[src/pkg/dgl_defs.vh]
`ifndef DGL_DEFS_VH
`define DGL_DEFS_VH

// Register addresses of the serial register map
`define DGL_ADDR_CODE0 5'h00
`define DGL_ADDR_CODE1 5'h01
`define DGL_ADDR_VREF 5'h08
`define DGL_ADDR_PD 5'h09
`define DGL_ADDR_GAIN 5'h0A
`define DGL_ADDR_NV_VREF 5'h18
`define DGL_ADDR_NV_GAIN 5'h1A
`define DGL_ADDR_NV_LOCK 5'h1B

// Field positions
`define DGL_GAIN_LSB 8
`define DGL_GAIN_POS_READ 7
`define DGL_LOCK_CODE_BIT 1
`define DGL_LOCK_CFG_BIT 0

// Reference select codes
`define DGL_VREF_SUPPLY 2'h0
`define DGL_VREF_BANDGAP 2'h1
`define DGL_VREF_EXT_UNBUF 2'h2
`define DGL_VREF_EXT_BUF 2'h3

// Power-down codes
`define DGL_PD_NORMAL 2'h0
`define DGL_PD_1K 2'h1
`define DGL_PD_100K 2'h2
`define DGL_PD_OPEN 2'h3

// Reset values
`define DGL_RST_VREF 2'h0
`define DGL_RST_GAIN 1'h0
`define DGL_RST_LOCK 2'h0
`define DGL_RST_PD 2'h0

// Reference route one-hot positions
`define DGL_ROUTE_SUPPLY 0
`define DGL_ROUTE_BANDGAP 1
`define DGL_ROUTE_EXT_UNBUF 2
`define DGL_ROUTE_EXT_BUF 3

`endif

[src/core/dgl_control.v]
`timescale 1ns/1ps
`include "dgl_defs.vh"

// Behaviour
// (RULE1) NV gain bits 9:8, others zero
// (RULE2) Supply reference forces unity gain
// (RULE3) Lock field: high code, low config
// (RULE4) Locks never gate nonvolatile writes
// (RULE5) Nonvolatile writes need programming voltage present
// (RULE6) Power-down bits always writable
// (RULE7) Lock register two bits per channel
// (RULE8) Code selects ladder tap, top leaves one
// (RULE9) Powered-down channel disconnects ladder reference
// (RULE10) Four reference sources per ladder
// (RULE11) Power/brownout reset loads reference select
// (RULE12) Supply mode disconnects external reference pin
// (RULE13) Host picks buffered or unbuffered explicitly
// (RULE14) Host uses supply code when pin tied
// (RULE15) Codes 00 supply, 01 bandgap, 10 unbuffered
// (RULE16) Power-down codes open, 100k, 1k, normal
// (RULE17) Code 11 selects buffered external pin
// (RULE18) Locked volatile write leaves value unchanged

module dgl_control #(
	parameter NUM_CHAN = 2,
	parameter RES_BITS = 12,
	parameter [1:0] FACTORY_VREF = `DGL_RST_VREF
) (
	input wire ref_clk,
	input wire reset,
	input wire high_voltage_program_pin,
	input wire power_brownout_reset,
	input wire wr_en,
	input wire [4:0] wr_addr,
	input wire [15:0] wr_data,
	input wire rd_en,
	input wire [4:0] rd_addr,
	output reg [15:0] rd_data,
	output reg rd_valid,
	output reg wr_done,
	output reg wr_refused,
	output wire [4*NUM_CHAN-1:0] ref_route,
	output wire [NUM_CHAN-1:0] ext_pin_connect,
	output wire [NUM_CHAN-1:0] gain_two,
	output wire [NUM_CHAN*RES_BITS-1:0] ladder_tap,
	output wire [NUM_CHAN*(RES_BITS+1)-1:0] elements_above_tap,
	output wire [NUM_CHAN-1:0] out_open,
	output wire [NUM_CHAN-1:0] out_load_100k,
	output wire [NUM_CHAN-1:0] out_load_1k
);

	// --------------------------------------------------------------
	// Pin synchronisers
	// --------------------------------------------------------------
	reg [2:0] hv_sync_reg;
	reg [2:0] bor_sync_reg;
	reg hv_level_reg;
	reg bor_level_reg;
	reg boot_load_reg;

	// Three stages; a level counts only once stages two and three agree
	always @(posedge ref_clk or posedge reset) begin
		if (reset) begin
			hv_sync_reg <= 3'h0;
			bor_sync_reg <= 3'h0;
			hv_level_reg <= 1'b0;
			bor_level_reg <= 1'b0;
			boot_load_reg <= 1'b1;
		end else begin
			hv_sync_reg <= {hv_sync_reg[1:0], high_voltage_program_pin};
			bor_sync_reg <= {bor_sync_reg[1:0], power_brownout_reset};
			if (hv_sync_reg[1] == hv_sync_reg[2]) begin
				hv_level_reg <= hv_sync_reg[2];
			end
			if (bor_sync_reg[1] == bor_sync_reg[2]) begin
				bor_level_reg <= bor_sync_reg[2];
			end
			boot_load_reg <= 1'b0;
		end
	end

	// Load on the first cycle after release and on each rising brownout edge
	wire bor_rise = (bor_sync_reg[1] == bor_sync_reg[2]) & bor_sync_reg[2] & ~bor_level_reg;
	wire por_load = boot_load_reg | bor_rise; // RULE11

	// --------------------------------------------------------------
	// Write decode
	// --------------------------------------------------------------
	wire hv_ok = hv_level_reg; // RULE5
	wire is_nv = (wr_addr == `DGL_ADDR_NV_VREF) | (wr_addr == `DGL_ADDR_NV_GAIN) | (wr_addr == `DGL_ADDR_NV_LOCK);
	wire nv_wr = wr_en & is_nv & hv_ok; // RULE4 RULE5
	wire pd_wr = wr_en & (wr_addr == `DGL_ADDR_PD); // RULE6
	wire vref_wr = wr_en & (wr_addr == `DGL_ADDR_VREF);
	wire gain_wr = wr_en & (wr_addr == `DGL_ADDR_GAIN);

	wire [NUM_CHAN*RES_BITS-1:0] code_all;
	wire [2*NUM_CHAN-1:0] vref_all;
	wire [2*NUM_CHAN-1:0] pd_all;
	wire [NUM_CHAN-1:0] gain_all;
	wire [2*NUM_CHAN-1:0] nv_vref_all;
	wire [NUM_CHAN-1:0] nv_gain_all;
	wire [2*NUM_CHAN-1:0] nv_lock_all;
	wire [NUM_CHAN-1:0] code_hit;
	wire [NUM_CHAN-1:0] code_blocked;
	wire [NUM_CHAN-1:0] cfg_blocked;

	// --------------------------------------------------------------
	// Per-channel state
	// --------------------------------------------------------------
	genvar c;
	generate
		for (c = 0; c < NUM_CHAN; c = c + 1) begin : chan_g
			reg [RES_BITS-1:0] code_reg;
			reg [1:0] vref_reg;
			reg [1:0] pd_reg;
			reg gain_reg;
			reg [1:0] nv_vref_reg;
			reg nv_gain_reg;
			reg [1:0] nv_lock_reg;

			wire code_lock = nv_lock_reg[`DGL_LOCK_CODE_BIT]; // RULE3
			wire cfg_lock = nv_lock_reg[`DGL_LOCK_CFG_BIT]; // RULE3
			wire [4:0] my_code_addr = (c == 0) ? `DGL_ADDR_CODE0 : `DGL_ADDR_CODE1;

			assign code_hit[c] = wr_en & (wr_addr == my_code_addr);
			assign code_blocked[c] = code_hit[c] & code_lock;
			assign cfg_blocked[c] = (vref_wr | gain_wr) & cfg_lock;

			always @(posedge ref_clk or posedge reset) begin
				if (reset) begin
					code_reg <= {RES_BITS{1'b0}};
					vref_reg <= `DGL_RST_VREF;
					pd_reg <= `DGL_RST_PD;
					gain_reg <= `DGL_RST_GAIN;
					nv_vref_reg <= FACTORY_VREF;
					nv_gain_reg <= `DGL_RST_GAIN;
					nv_lock_reg <= `DGL_RST_LOCK;
				end else begin
					// Locked code writes are dropped and flagged on wr_refused
					if (code_hit[c] & ~code_lock) begin
						code_reg <= wr_data[RES_BITS-1:0]; // RULE18
					end
					if (pd_wr) begin
						pd_reg <= wr_data[2*c +: 2]; // RULE6
					end
					// Reset reload outranks any config write in the same cycle
					if (por_load) begin
						vref_reg <= nv_vref_reg; // RULE11
						gain_reg <= nv_gain_reg;
					end else begin
						if (vref_wr & ~cfg_lock) begin
							vref_reg <= wr_data[2*c +: 2]; // RULE18
						end
						if (gain_wr & ~cfg_lock) begin
							gain_reg <= wr_data[`DGL_GAIN_LSB + c]; // RULE18
						end
					end
					if (nv_wr & (wr_addr == `DGL_ADDR_NV_VREF)) begin
						nv_vref_reg <= wr_data[2*c +: 2];
					end
					if (nv_wr & (wr_addr == `DGL_ADDR_NV_GAIN)) begin
						nv_gain_reg <= wr_data[`DGL_GAIN_LSB + c]; // RULE1
					end
					if (nv_wr & (wr_addr == `DGL_ADDR_NV_LOCK)) begin
						nv_lock_reg <= wr_data[2*c +: 2]; // RULE7
					end
				end
			end

			assign code_all[c*RES_BITS +: RES_BITS] = code_reg;
			assign vref_all[2*c +: 2] = vref_reg;
			assign pd_all[2*c +: 2] = pd_reg;
			assign gain_all[c] = gain_reg;
			assign nv_vref_all[2*c +: 2] = nv_vref_reg;
			assign nv_gain_all[c] = nv_gain_reg;
			assign nv_lock_all[2*c +: 2] = nv_lock_reg;

			dgl_chan_route #(
				.RES_BITS(RES_BITS)
			) route_u (
				.ref_clk(ref_clk),
				.reset(reset),
				.vref_sel(vref_reg),
				.gain_bit(gain_reg),
				.pd_field(pd_reg),
				.code(code_reg),
				.ref_route(ref_route[4*c +: 4]),
				.ext_pin_connect(ext_pin_connect[c]),
				.gain_two(gain_two[c]),
				.ladder_tap(ladder_tap[c*RES_BITS +: RES_BITS]),
				.elements_above_tap(elements_above_tap[c*(RES_BITS+1) +: RES_BITS+1]),
				.out_open(out_open[c]),
				.out_load_100k(out_load_100k[c]),
				.out_load_1k(out_load_1k[c])
			);
		end
	endgenerate

	// --------------------------------------------------------------
	// Write status
	// --------------------------------------------------------------
	wire known = is_nv | pd_wr | vref_wr | gain_wr | (|code_hit);
	wire refused_now = wr_en & (~known | (is_nv & ~hv_ok) | (|code_blocked) | (|cfg_blocked));

	always @(posedge ref_clk or posedge reset) begin
		if (reset) begin
			wr_done <= 1'b0;
			wr_refused <= 1'b0;
		end else begin
			wr_done <= wr_en & ~refused_now;
			wr_refused <= refused_now;
		end
	end

	// --------------------------------------------------------------
	// Read back
	// --------------------------------------------------------------
	reg [15:0] rd_next;

	// Unimplemented bits and unmapped addresses read as zero
	always @* begin
		rd_next = 16'h0000;
		case (rd_addr)
			`DGL_ADDR_CODE0: rd_next[RES_BITS-1:0] = code_all[RES_BITS-1:0];
			`DGL_ADDR_CODE1: begin
				if (NUM_CHAN > 1) begin
					rd_next[RES_BITS-1:0] = code_all[NUM_CHAN*RES_BITS-1 -: RES_BITS];
				end
			end
			`DGL_ADDR_VREF: rd_next[2*NUM_CHAN-1:0] = vref_all;
			`DGL_ADDR_PD: rd_next[2*NUM_CHAN-1:0] = pd_all;
			`DGL_ADDR_GAIN: rd_next[`DGL_GAIN_LSB +: NUM_CHAN] = gain_all;
			`DGL_ADDR_NV_VREF: rd_next[2*NUM_CHAN-1:0] = nv_vref_all;
			`DGL_ADDR_NV_GAIN: rd_next[`DGL_GAIN_LSB +: NUM_CHAN] = nv_gain_all; // RULE1
			`DGL_ADDR_NV_LOCK: rd_next[2*NUM_CHAN-1:0] = nv_lock_all; // RULE7
			default: rd_next = 16'h0000;
		endcase
	end

	always @(posedge ref_clk or posedge reset) begin
		if (reset) begin
			rd_data <= 16'h0000;
			rd_valid <= 1'b0;
		end else begin
			rd_valid <= rd_en;
			if (rd_en) begin
				rd_data <= rd_next;
			end
		end
	end

endmodule

[src/core/dgl_chan_route.v]
`timescale 1ns/1ps
`include "dgl_defs.vh"

module dgl_chan_route #(
	parameter RES_BITS = 12
) (
	input wire ref_clk,
	input wire reset,
	input wire [1:0] vref_sel,
	input wire gain_bit,
	input wire [1:0] pd_field,
	input wire [RES_BITS-1:0] code,
	output reg [3:0] ref_route,
	output reg ext_pin_connect,
	output reg gain_two,
	output reg [RES_BITS-1:0] ladder_tap,
	output reg [RES_BITS:0] elements_above_tap,
	output reg out_open,
	output reg out_load_100k,
	output reg out_load_1k
);

	// --------------------------------------------------------------
	// Combinational decode
	// --------------------------------------------------------------
	localparam [RES_BITS:0] ELEMENTS = {1'b1, {RES_BITS{1'b0}}};

	reg [3:0] route_next;
	wire powered = (pd_field == `DGL_PD_NORMAL);

	// Ladder sees its source only while the channel runs
	always @* begin
		route_next = 4'h0;
		case (vref_sel)
			`DGL_VREF_SUPPLY: route_next[`DGL_ROUTE_SUPPLY] = 1'b1; // RULE15
			`DGL_VREF_BANDGAP: route_next[`DGL_ROUTE_BANDGAP] = 1'b1; // RULE15
			`DGL_VREF_EXT_UNBUF: route_next[`DGL_ROUTE_EXT_UNBUF] = 1'b1; // RULE15
			`DGL_VREF_EXT_BUF: route_next[`DGL_ROUTE_EXT_BUF] = 1'b1; // RULE17
			default: route_next = 4'h0;
		endcase
		if (!powered) begin
			route_next = 4'h0; // RULE9
		end
	end

	// --------------------------------------------------------------
	// Registered analog controls
	// --------------------------------------------------------------
	always @(posedge ref_clk or posedge reset) begin
		if (reset) begin
			ref_route <= 4'h0;
			ext_pin_connect <= 1'b0;
			gain_two <= 1'b0;
			ladder_tap <= {RES_BITS{1'b0}};
			elements_above_tap <= ELEMENTS;
			out_open <= 1'b0;
			out_load_100k <= 1'b0;
			out_load_1k <= 1'b0;
		end else begin
			ref_route <= route_next; // RULE10
			// Supply mode keeps the pin off the ladder
			ext_pin_connect <= route_next[`DGL_ROUTE_EXT_UNBUF] | route_next[`DGL_ROUTE_EXT_BUF]; // RULE12
			// Supply reference forces unity gain
			gain_two <= gain_bit & (vref_sel != `DGL_VREF_SUPPLY); // RULE2
			ladder_tap <= code; // RULE8
			elements_above_tap <= ELEMENTS - {1'b0, code}; // RULE8
			out_open <= (pd_field == `DGL_PD_OPEN); // RULE16
			out_load_100k <= (pd_field == `DGL_PD_100K); // RULE16
			out_load_1k <= (pd_field == `DGL_PD_1K); // RULE16
		end
	end

endmodule

[config.mk]
export PLATFORM = sky130hd
export DESIGN_NAME = dgl_control
export DESIGN_NICKNAME = d
export VERILOG_FILES = /design/src/core/dgl_control.v /design/src/core/dgl_chan_route.v
export VERILOG_INCLUDE_DIRS = /design/src /design/src/pkg
export SDC_FILE = /design/constraint.sdc
export NUM_CORES = 1
export LEC_CHECK = 0
export ABC_AREA = 1
export BUFFER_PORTS_ARGS = -buffer_cell sky130_fd_sc_hd__buf_4
export CAP_MARGIN = 20
export CORE_AREA = 2 2 122 124
export DETAILED_ROUTE_END_ITERATION = 12
export DIE_AREA = 0 0 124 126
export GPL_TIMING_DRIVEN = 0
export PLACE_DENSITY = 0.61
export RECOVER_POWER = 100
export SLEW_MARGIN = 5
export SYNTH_ARGS = -nofsm -noshare
export SYNTH_HDL_FRONTEND = slang
export SYNTH_HIERARCHICAL = 1
export SYNTH_SLANG_ARGS = --single-unit
export TNS_END_PERCENT = 50
[constraint.sdc]
create_clock -name ref_clk -period 3.05 [get_ports ref_clk]
set_input_delay 0.61 -clock ref_clk [delete_from_list [all_inputs] [get_ports ref_clk]]
set_output_delay 0.61 -clock ref_clk [all_outputs]
set_load 0.01 [all_outputs]
# Word-level counts from Yosys, hierarchy flattened
# Index checks and enable logic that the tools add are counted.
[word_totals]
input_bits = 32
word_cells = 154
register_bits = 136
output_inout_bits = 87
[classes]
n_bitwise = 48
n_reduce_logical = 15
addsub = 2
mux = 22
n_eq_ne = 28
[op_table]
columns = ["cell", "n"]
rows = [
  ["5-bit by 4-bit == test with 1-bit output, second input constant", 6],
  ["5-bit == test, second input constant", 6],
  ["1-bit bitwise AND", 27],
  ["13-bit by 12-bit subtractor with 13-bit output, first input constant", 2],
  ["4-bit one-hot mux with 6 select lines", 1],
  ["2-bit == test, second input constant", 8],
  ["1-bit OR", 13],
  ["1-bit 2-to-1 mux", 12],
  ["2-bit nonzero test", 6],
  ["5-bit by 1-bit == test with 1-bit output, second input constant", 2],
  ["5-bit logical NOT", 2],
  ["2-bit by 1-bit == test with 1-bit output, second input constant", 4],
  ["2-bit logical NOT", 4],
  ["2-bit 2-to-1 mux", 4],
  ["4-bit 2-to-1 mux", 2],
  ["1-bit NOT", 8],
  ["2-bit one-hot mux with 4 select lines", 1],
  ["4-bit one-hot mux with 2 select lines", 1],
  ["2-bit OR reduction", 3],
  ["2-bit one-hot mux with 2 select lines", 1],
  ["1-bit == test", 2],
]

# Depth between registers and ports, before layout
[depth]
word_depth = 14
ltp_mapped = 9
depth_no_buf = 9

# Hierarchy
# The synthesis kept the hierarchy.
[by_module_without_submodules]
columns = ["module", "n_inst", "cells_each", "area_per_inst_um2"]
rows = [
  ["dgl_control", 1, 379, 3178.0],
  ["dgl_chan_route", 2, 106, 1197.4],
]

# Worst setup path before layout
# Ideal clock, no wire load.
[synth_path]
kind = "input to register"
startpoint = "in wr_addr[3]"
endpoint = "reg chan_g[0].code_reg[2]"
cell_stages = 7
t_arrival_ns = 1.319
slack_ns = 1.603
t_required_ns = 2.923
cell_sequence = "inv_1 > nand2_1 > nor2_4 > nand3b_2 > buf_2 > nand2_1 > o21ai_0"
[synth_via]
elab_chain_cells = 3
[synth_rtl]
columns = ["item", "line", "rtl"]
rows = [
  ["from (decl)", "dgl_control.v:34", "input wire [4:0] wr_addr,"],
  ["5-bit logical NOT", "dgl_control.v:125", "assign code_hit[c] = wr_en & (wr_addr == my_code_addr);"],
  ["1-bit bitwise AND", "dgl_control.v:125", ""],
  ["1-bit bitwise AND", "dgl_control.v:140", "if (code_hit[c] & ~code_lock) begin"],
  ["to (signal assigned)", "dgl_control.v:131", "code_reg <= {RES_BITS{1'b0}};"],
  ["to (signal assigned)", "dgl_control.v:141", "code_reg <= wr_data[RES_BITS-1:0];"],
  ["to (decl)", "dgl_control.v:113", "reg [RES_BITS-1:0] code_reg;"],
]
# Every way passes these cells.
# A chain may end at the register's enable or synchronous reset.

# Worst setup path in the final report
[layout_path]
startpoint = "reg bor_sync_reg[1]"
endpoint = "reg chan_g[0].vref_reg[1]"
[layout_via]
elab_chain_cells = 5
elab_cells_between_ends = 6
classes_between = "1 x eq/ne; 1 x mux; 3 x bitwise; 1 x reduce/logical"
[layout_rtl]
columns = ["item", "line", "rtl"]
rows = [
  ["from (decl)", "dgl_control.v:56", "reg [2:0] bor_sync_reg;"],
  ["from (signal assigned)", "dgl_control.v:71", "bor_sync_reg <= {bor_sync_reg[1:0], power_brownout_reset};"],
  ["1-bit == test (*)", "dgl_control.v:83", "wire bor_rise = (bor_sync_reg[1] == bor_sync_reg[2]) & bor_sync_reg[2] & ~bor_level_reg;"],
  ["1-bit bitwise AND (*) (2 in a row)", "dgl_control.v:83", ""],
  ["1-bit OR (*)", "dgl_control.v:84", "wire por_load = boot_load_reg | bor_rise;"],
  ["2-bit 2-to-1 mux or 2-bit nonzero test (tied branches)", "-", ""],
  ["to (signal assigned)", "dgl_control.v:132", "vref_reg <= `DGL_RST_VREF;"],
  ["to (signal assigned)", "dgl_control.v:148", "vref_reg <= nv_vref_reg;"],
  ["to (signal assigned)", "dgl_control.v:152", "vref_reg <= wr_data[2*c +: 2];"],
  ["to (decl)", "dgl_control.v:114", "reg [1:0] vref_reg;"],
]
# Every way passes the cells marked *; elsewhere a longest branch is shown, timed or not.

==> results.md <==
Outcome:
- The run finished with clean final reports.

Finish:
- Leaving out fill and tap cells, the most frequent cells in the layout are 148 x sky130_fd_sc_hd__nand2_1, 131 x sky130_fd_sc_hd__dfrtp_1, 96 x sky130_fd_sc_hd__clkbuf_1.
- Fill cells in the final layout number 1,434.
- Leaving out filler cells and counting taps, the final layout contains around 900.
- The layout cell share with drive strength beyond 1 is 0.118.
- The final net count is between 700 and 800.
- Leaving out fill and tap cells, the most frequent cell in the layout is sky130_fd_sc_hd__nand2_1.
- The fraction of the core area covered by cells at the end of the flow is 0.476.
- The register with the most flip-flops in the layout has 26 of them.
- The number of antenna repair diodes is 0.
- The area growth from synthesis to layout is 22.4%.

Synth:
- Summed over all instances, the cell type with the most area after synthesis is sky130_fd_sc_hd__dfrtp_1.
- The share of synthesized area occupied by flip-flops and latches is 0.602.
- The number of warning messages in the yosys log is 6.
- The most used flip-flop cell after synthesis is sky130_fd_sc_hd__dfrtp_1.
- The total standard cell area after synthesis is 5570 um2.
- The share of synthesized area in the top cell type comes to 0.588.
- After synthesis, the mean cell area works out to 9.43 um2.
- In the synthesized netlist the async set-or-reset flop fraction comes to 1.00.
- The number of enable flip-flop cells after synthesis is 0.
- The post-synthesis cell count is 591.
- The number of library cell types mapped by synthesis is 32.
- Counting flops and latches in the post-synthesis netlist gives about 130.
- By area the synthesized netlist is led by sky130_fd_sc_hd__dfrtp_1 59%, sky130_fd_sc_hd__nand2_1 9.7%, sky130_fd_sc_hd__inv_1 4.4%.

Worst setup path:
- Of all nets on the critical path, the largest fanout is 10.
- STA puts the critical path data required time at approximately 3.3 ns.
- The master of the slowest instance on the critical path is sky130_fd_sc_hd__a21oi_1.
- In this design, the stage delay of the slowest critical-path cell is 0.58 ns.
- The number of buffer and inverter instances along the worst setup path is 1.
- The worst setup path is captured at a flip-flop.
- In this run the register-to-register setup slack is 1.08 ns.
- Traced cell by cell, the critical path runs through ha_1 -> a21oi_1 -> clkbuf_1 -> a21oi_1 -> nand2_1 -> o21ai_0.
- By startpoint and endpoint, the worst setup path is classified as flip-flop to flip-flop.
- The kind of cell adding the most delay to the critical path is compound AO/OA/AOI/OAI gates.
- Counting stages on the worst path, the most repeated cell is sky130_fd_sc_hd__a21oi_1.
- For the worst setup path, the data arrival time is roughly 2.3 ns.
- The worst setup path is launched from a flip-flop.

Timing:
- The measured slew at the worst slew-check pin is ~1.4 ns.
- The final critical delay including setup and external delays is 1.97 ns.
- The clock skew after layout is 0.00791 ns.
- The worst slew margin relative to its limit is 0.0786.
- The max-slew violation total from the final report is 0.
- The top achievable clock speed is 507 MHz.
- The number of endpoints failing setup at the final stage is 0.
- Setup repair after global routing left no endpoint under its margin.
- Dividing the final minimum period by the clock period gives 0.647.
- The number of hold violations in the final report came to 0.

GRT:
- In the global route stage, overall resource usage came out at 0.183.
- The number of antenna violations at the first check in global routing was 0.
- The first global-routing pass estimated 21.5 mm of wire.
- Summed over all layers, the global routing overflow is 0.
- The via count of the first global-routing pass is 4,243.
- The maximum number of pins on one net before global-route repair is 69.

Hold path:
- In this run the worst hold path is classified as input port to asynchronous set/reset pin.

CTS:
- No sink is reached through more buffers than the 2 on the longest clock path.
- The post-CTS clock slew at the launch and capture registers of the worst setup and hold paths is roughly 0.060 ns.
- The clock sink total is 134.
- In this run, CTS created clock tree buffers numbering 17.
- The root buffer cell is sky130_fd_sc_hd__clkbuf_16.
- The later-pin clock latency in the skew report is 0.41 ns.
- Hold repair after CTS inserted 0 buffers.
- The depth of the CTS H-tree is 4.
- The count of buffers added by post-CTS timing repair for setup is 0.
- TritonCTS built the clock tree.
- After clock tree synthesis, the repair step resized 0 gates.

Detailed routing:
- The post-route antenna net violation count is 0.
- Detailed routing inserted a total of 4,316 vias.
- The number of remaining DRC errors is 0.
- The first-pass detailed-route iteration total is 4.
- The detailed router's first-iteration violation count is 213.
- The mean number of vias per cell is 4.69.
- The final layout contains routed wiring with a total length of 13.2 mm.
- Dividing the detail-routed wire length by the instance count gives around 14 um.

Flow run:
- The max-cap check violation count is 0.

Power:
- VDD sags by at most ~0.32 mV.
- In this run the static leakage power is 3.32 nW.
- The total power of the final layout is between 5 and 6 mW.
- The total power divided by cell area is 787 nW/um2.

Floorplanning:
- The initial utilization of the core area, before any placement, comes to 0.389.
- After floorplanning, the core was divided into 44 placement rows.
- The full die area is about 16,000 um2.
- The die is 124 um wide.
- The placeable core region is 14,300 um2.
- The die is 126 um tall.
- The number of I/O pins is between 100 and 150.

Placement:
- Detailed placement finished with a half-perimeter wire length of 9.70 mm.
- Including well taps, the total number of placed cells is about 900.
- The routability-driven placement congestion ratio is 0.899.
- Input and output buffers added on the ports amount to 109.
## worst reg2reg max path, cell delays in order (launching register included)
cell	delay, ns
sky130_fd_sc_hd__dfrtp_1	0.38
sky130_fd_sc_hd__ha_1	0.20
sky130_fd_sc_hd__a21oi_1	0.58
sky130_fd_sc_hd__clkbuf_1	0.39
sky130_fd_sc_hd__a21oi_1	0.13
sky130_fd_sc_hd__nand2_1	0.07
sky130_fd_sc_hd__o21ai_0	0.09
## where the power goes
part	switching (mW)	internal (mW)
clock	0.772	1.37
combinational	0.565	0.315
sequential	0.243	2.10
## metrics by stage
stage	area [um2]	worst slack [ns]	setup TNS (ns)	hold slack, ns
2_1_floorplan	5590	0.730	0	0.331
3_3_place_gp	6640	-0.0803	-4.90	0.332
3_5_place_dp	6690	1.21	0	0.335
4_1_cts	7320	1.36	0	0.238
5_1_grt	6820	0.891	0	0.239
6_report	6820	1.08	0	0.218
## synth_stat cells, drive strengths merged, types with 2 or more instances
| cell type | n |
|---|---|
| nor3 | 11 |
| nand4 | 21 |
| nor2 | 72 |
| nand2 | 153 |
| o21bai | 2 |
| xor2 | 6 |
| buf | 16 |
| dfrtp | 131 |
| xnor2 | 4 |
| ha | 3 |
| o21ai | 49 |
| dfstp | 3 |
| nand3b | 2 |
| nand3 | 21 |
| inv | 69 |
| o21a | 2 |
| a21oi | 23 |
## worst paths after layout
check,start,endpoint,cells past startpoint
max in group asynchronous,reset,chan_g[0].route_u/elements_above_tap[0]$_DFF_PP0_,3
max,bor_sync_reg[1]$_DFF_PP0_,chan_g[0].vref_reg[1]$_DFFE_PP0P_,6
min reg2reg,bor_sync_reg[0]$_DFF_PP0_,bor_sync_reg[1]$_DFF_PP0_,0
min,reset,chan_g[0].route_u/ladder_tap[8]$_DFF_PP0_,2
min in group ref_clk,high_voltage_program_pin,hv_sync_reg[0]$_DFF_PP0_,1
max reg2reg,bor_sync_reg[1]$_DFF_PP0_,chan_g[0].vref_reg[1]$_DFFE_PP0P_,6
## area by class of cell
class / count / area, um2 / area share
flip-flops and latches: 134 / 3360 / 0.492
multi-input cells: 375 / 1750 / 0.256
repair buffers: 111 / 499 / 0.0732
clock buffers: 17 / 425 / 0.0624
inverters: 69 / 259 / 0.0380
well taps: 184 / 230 / 0.0338
clock inverters: 14 / 200 / 0.0294
plain buffers: 17 / 103 / 0.0150
## cell families after synthesis
group / Yosys count / share of synthesized area
adders and majority gates: 4 / 0.00853
xor gates and xnor gates: 10 / 0.0157
other: 1 / 0.000673
buffers and inverters: 86 / 0.0674
and+or+nand+nor: 280 / 0.232
DFF: 134 / 0.602
AOI/OAI and AO/OA: 76 / 0.0734
## routing by layer
layer  vias to the layer above  global-route usage  wire, um  part of all wire
met1                      2028               0.238      5730              0.43
li1                       2147                   -         -                 -
met4                         0              0.0621       227             0.017
met5                         -                   0         0                 0
met3                        19              0.0553       914             0.069
met2                       122               0.291      6370              0.48
No activity file was read; power rests on OpenSTA's default activity.
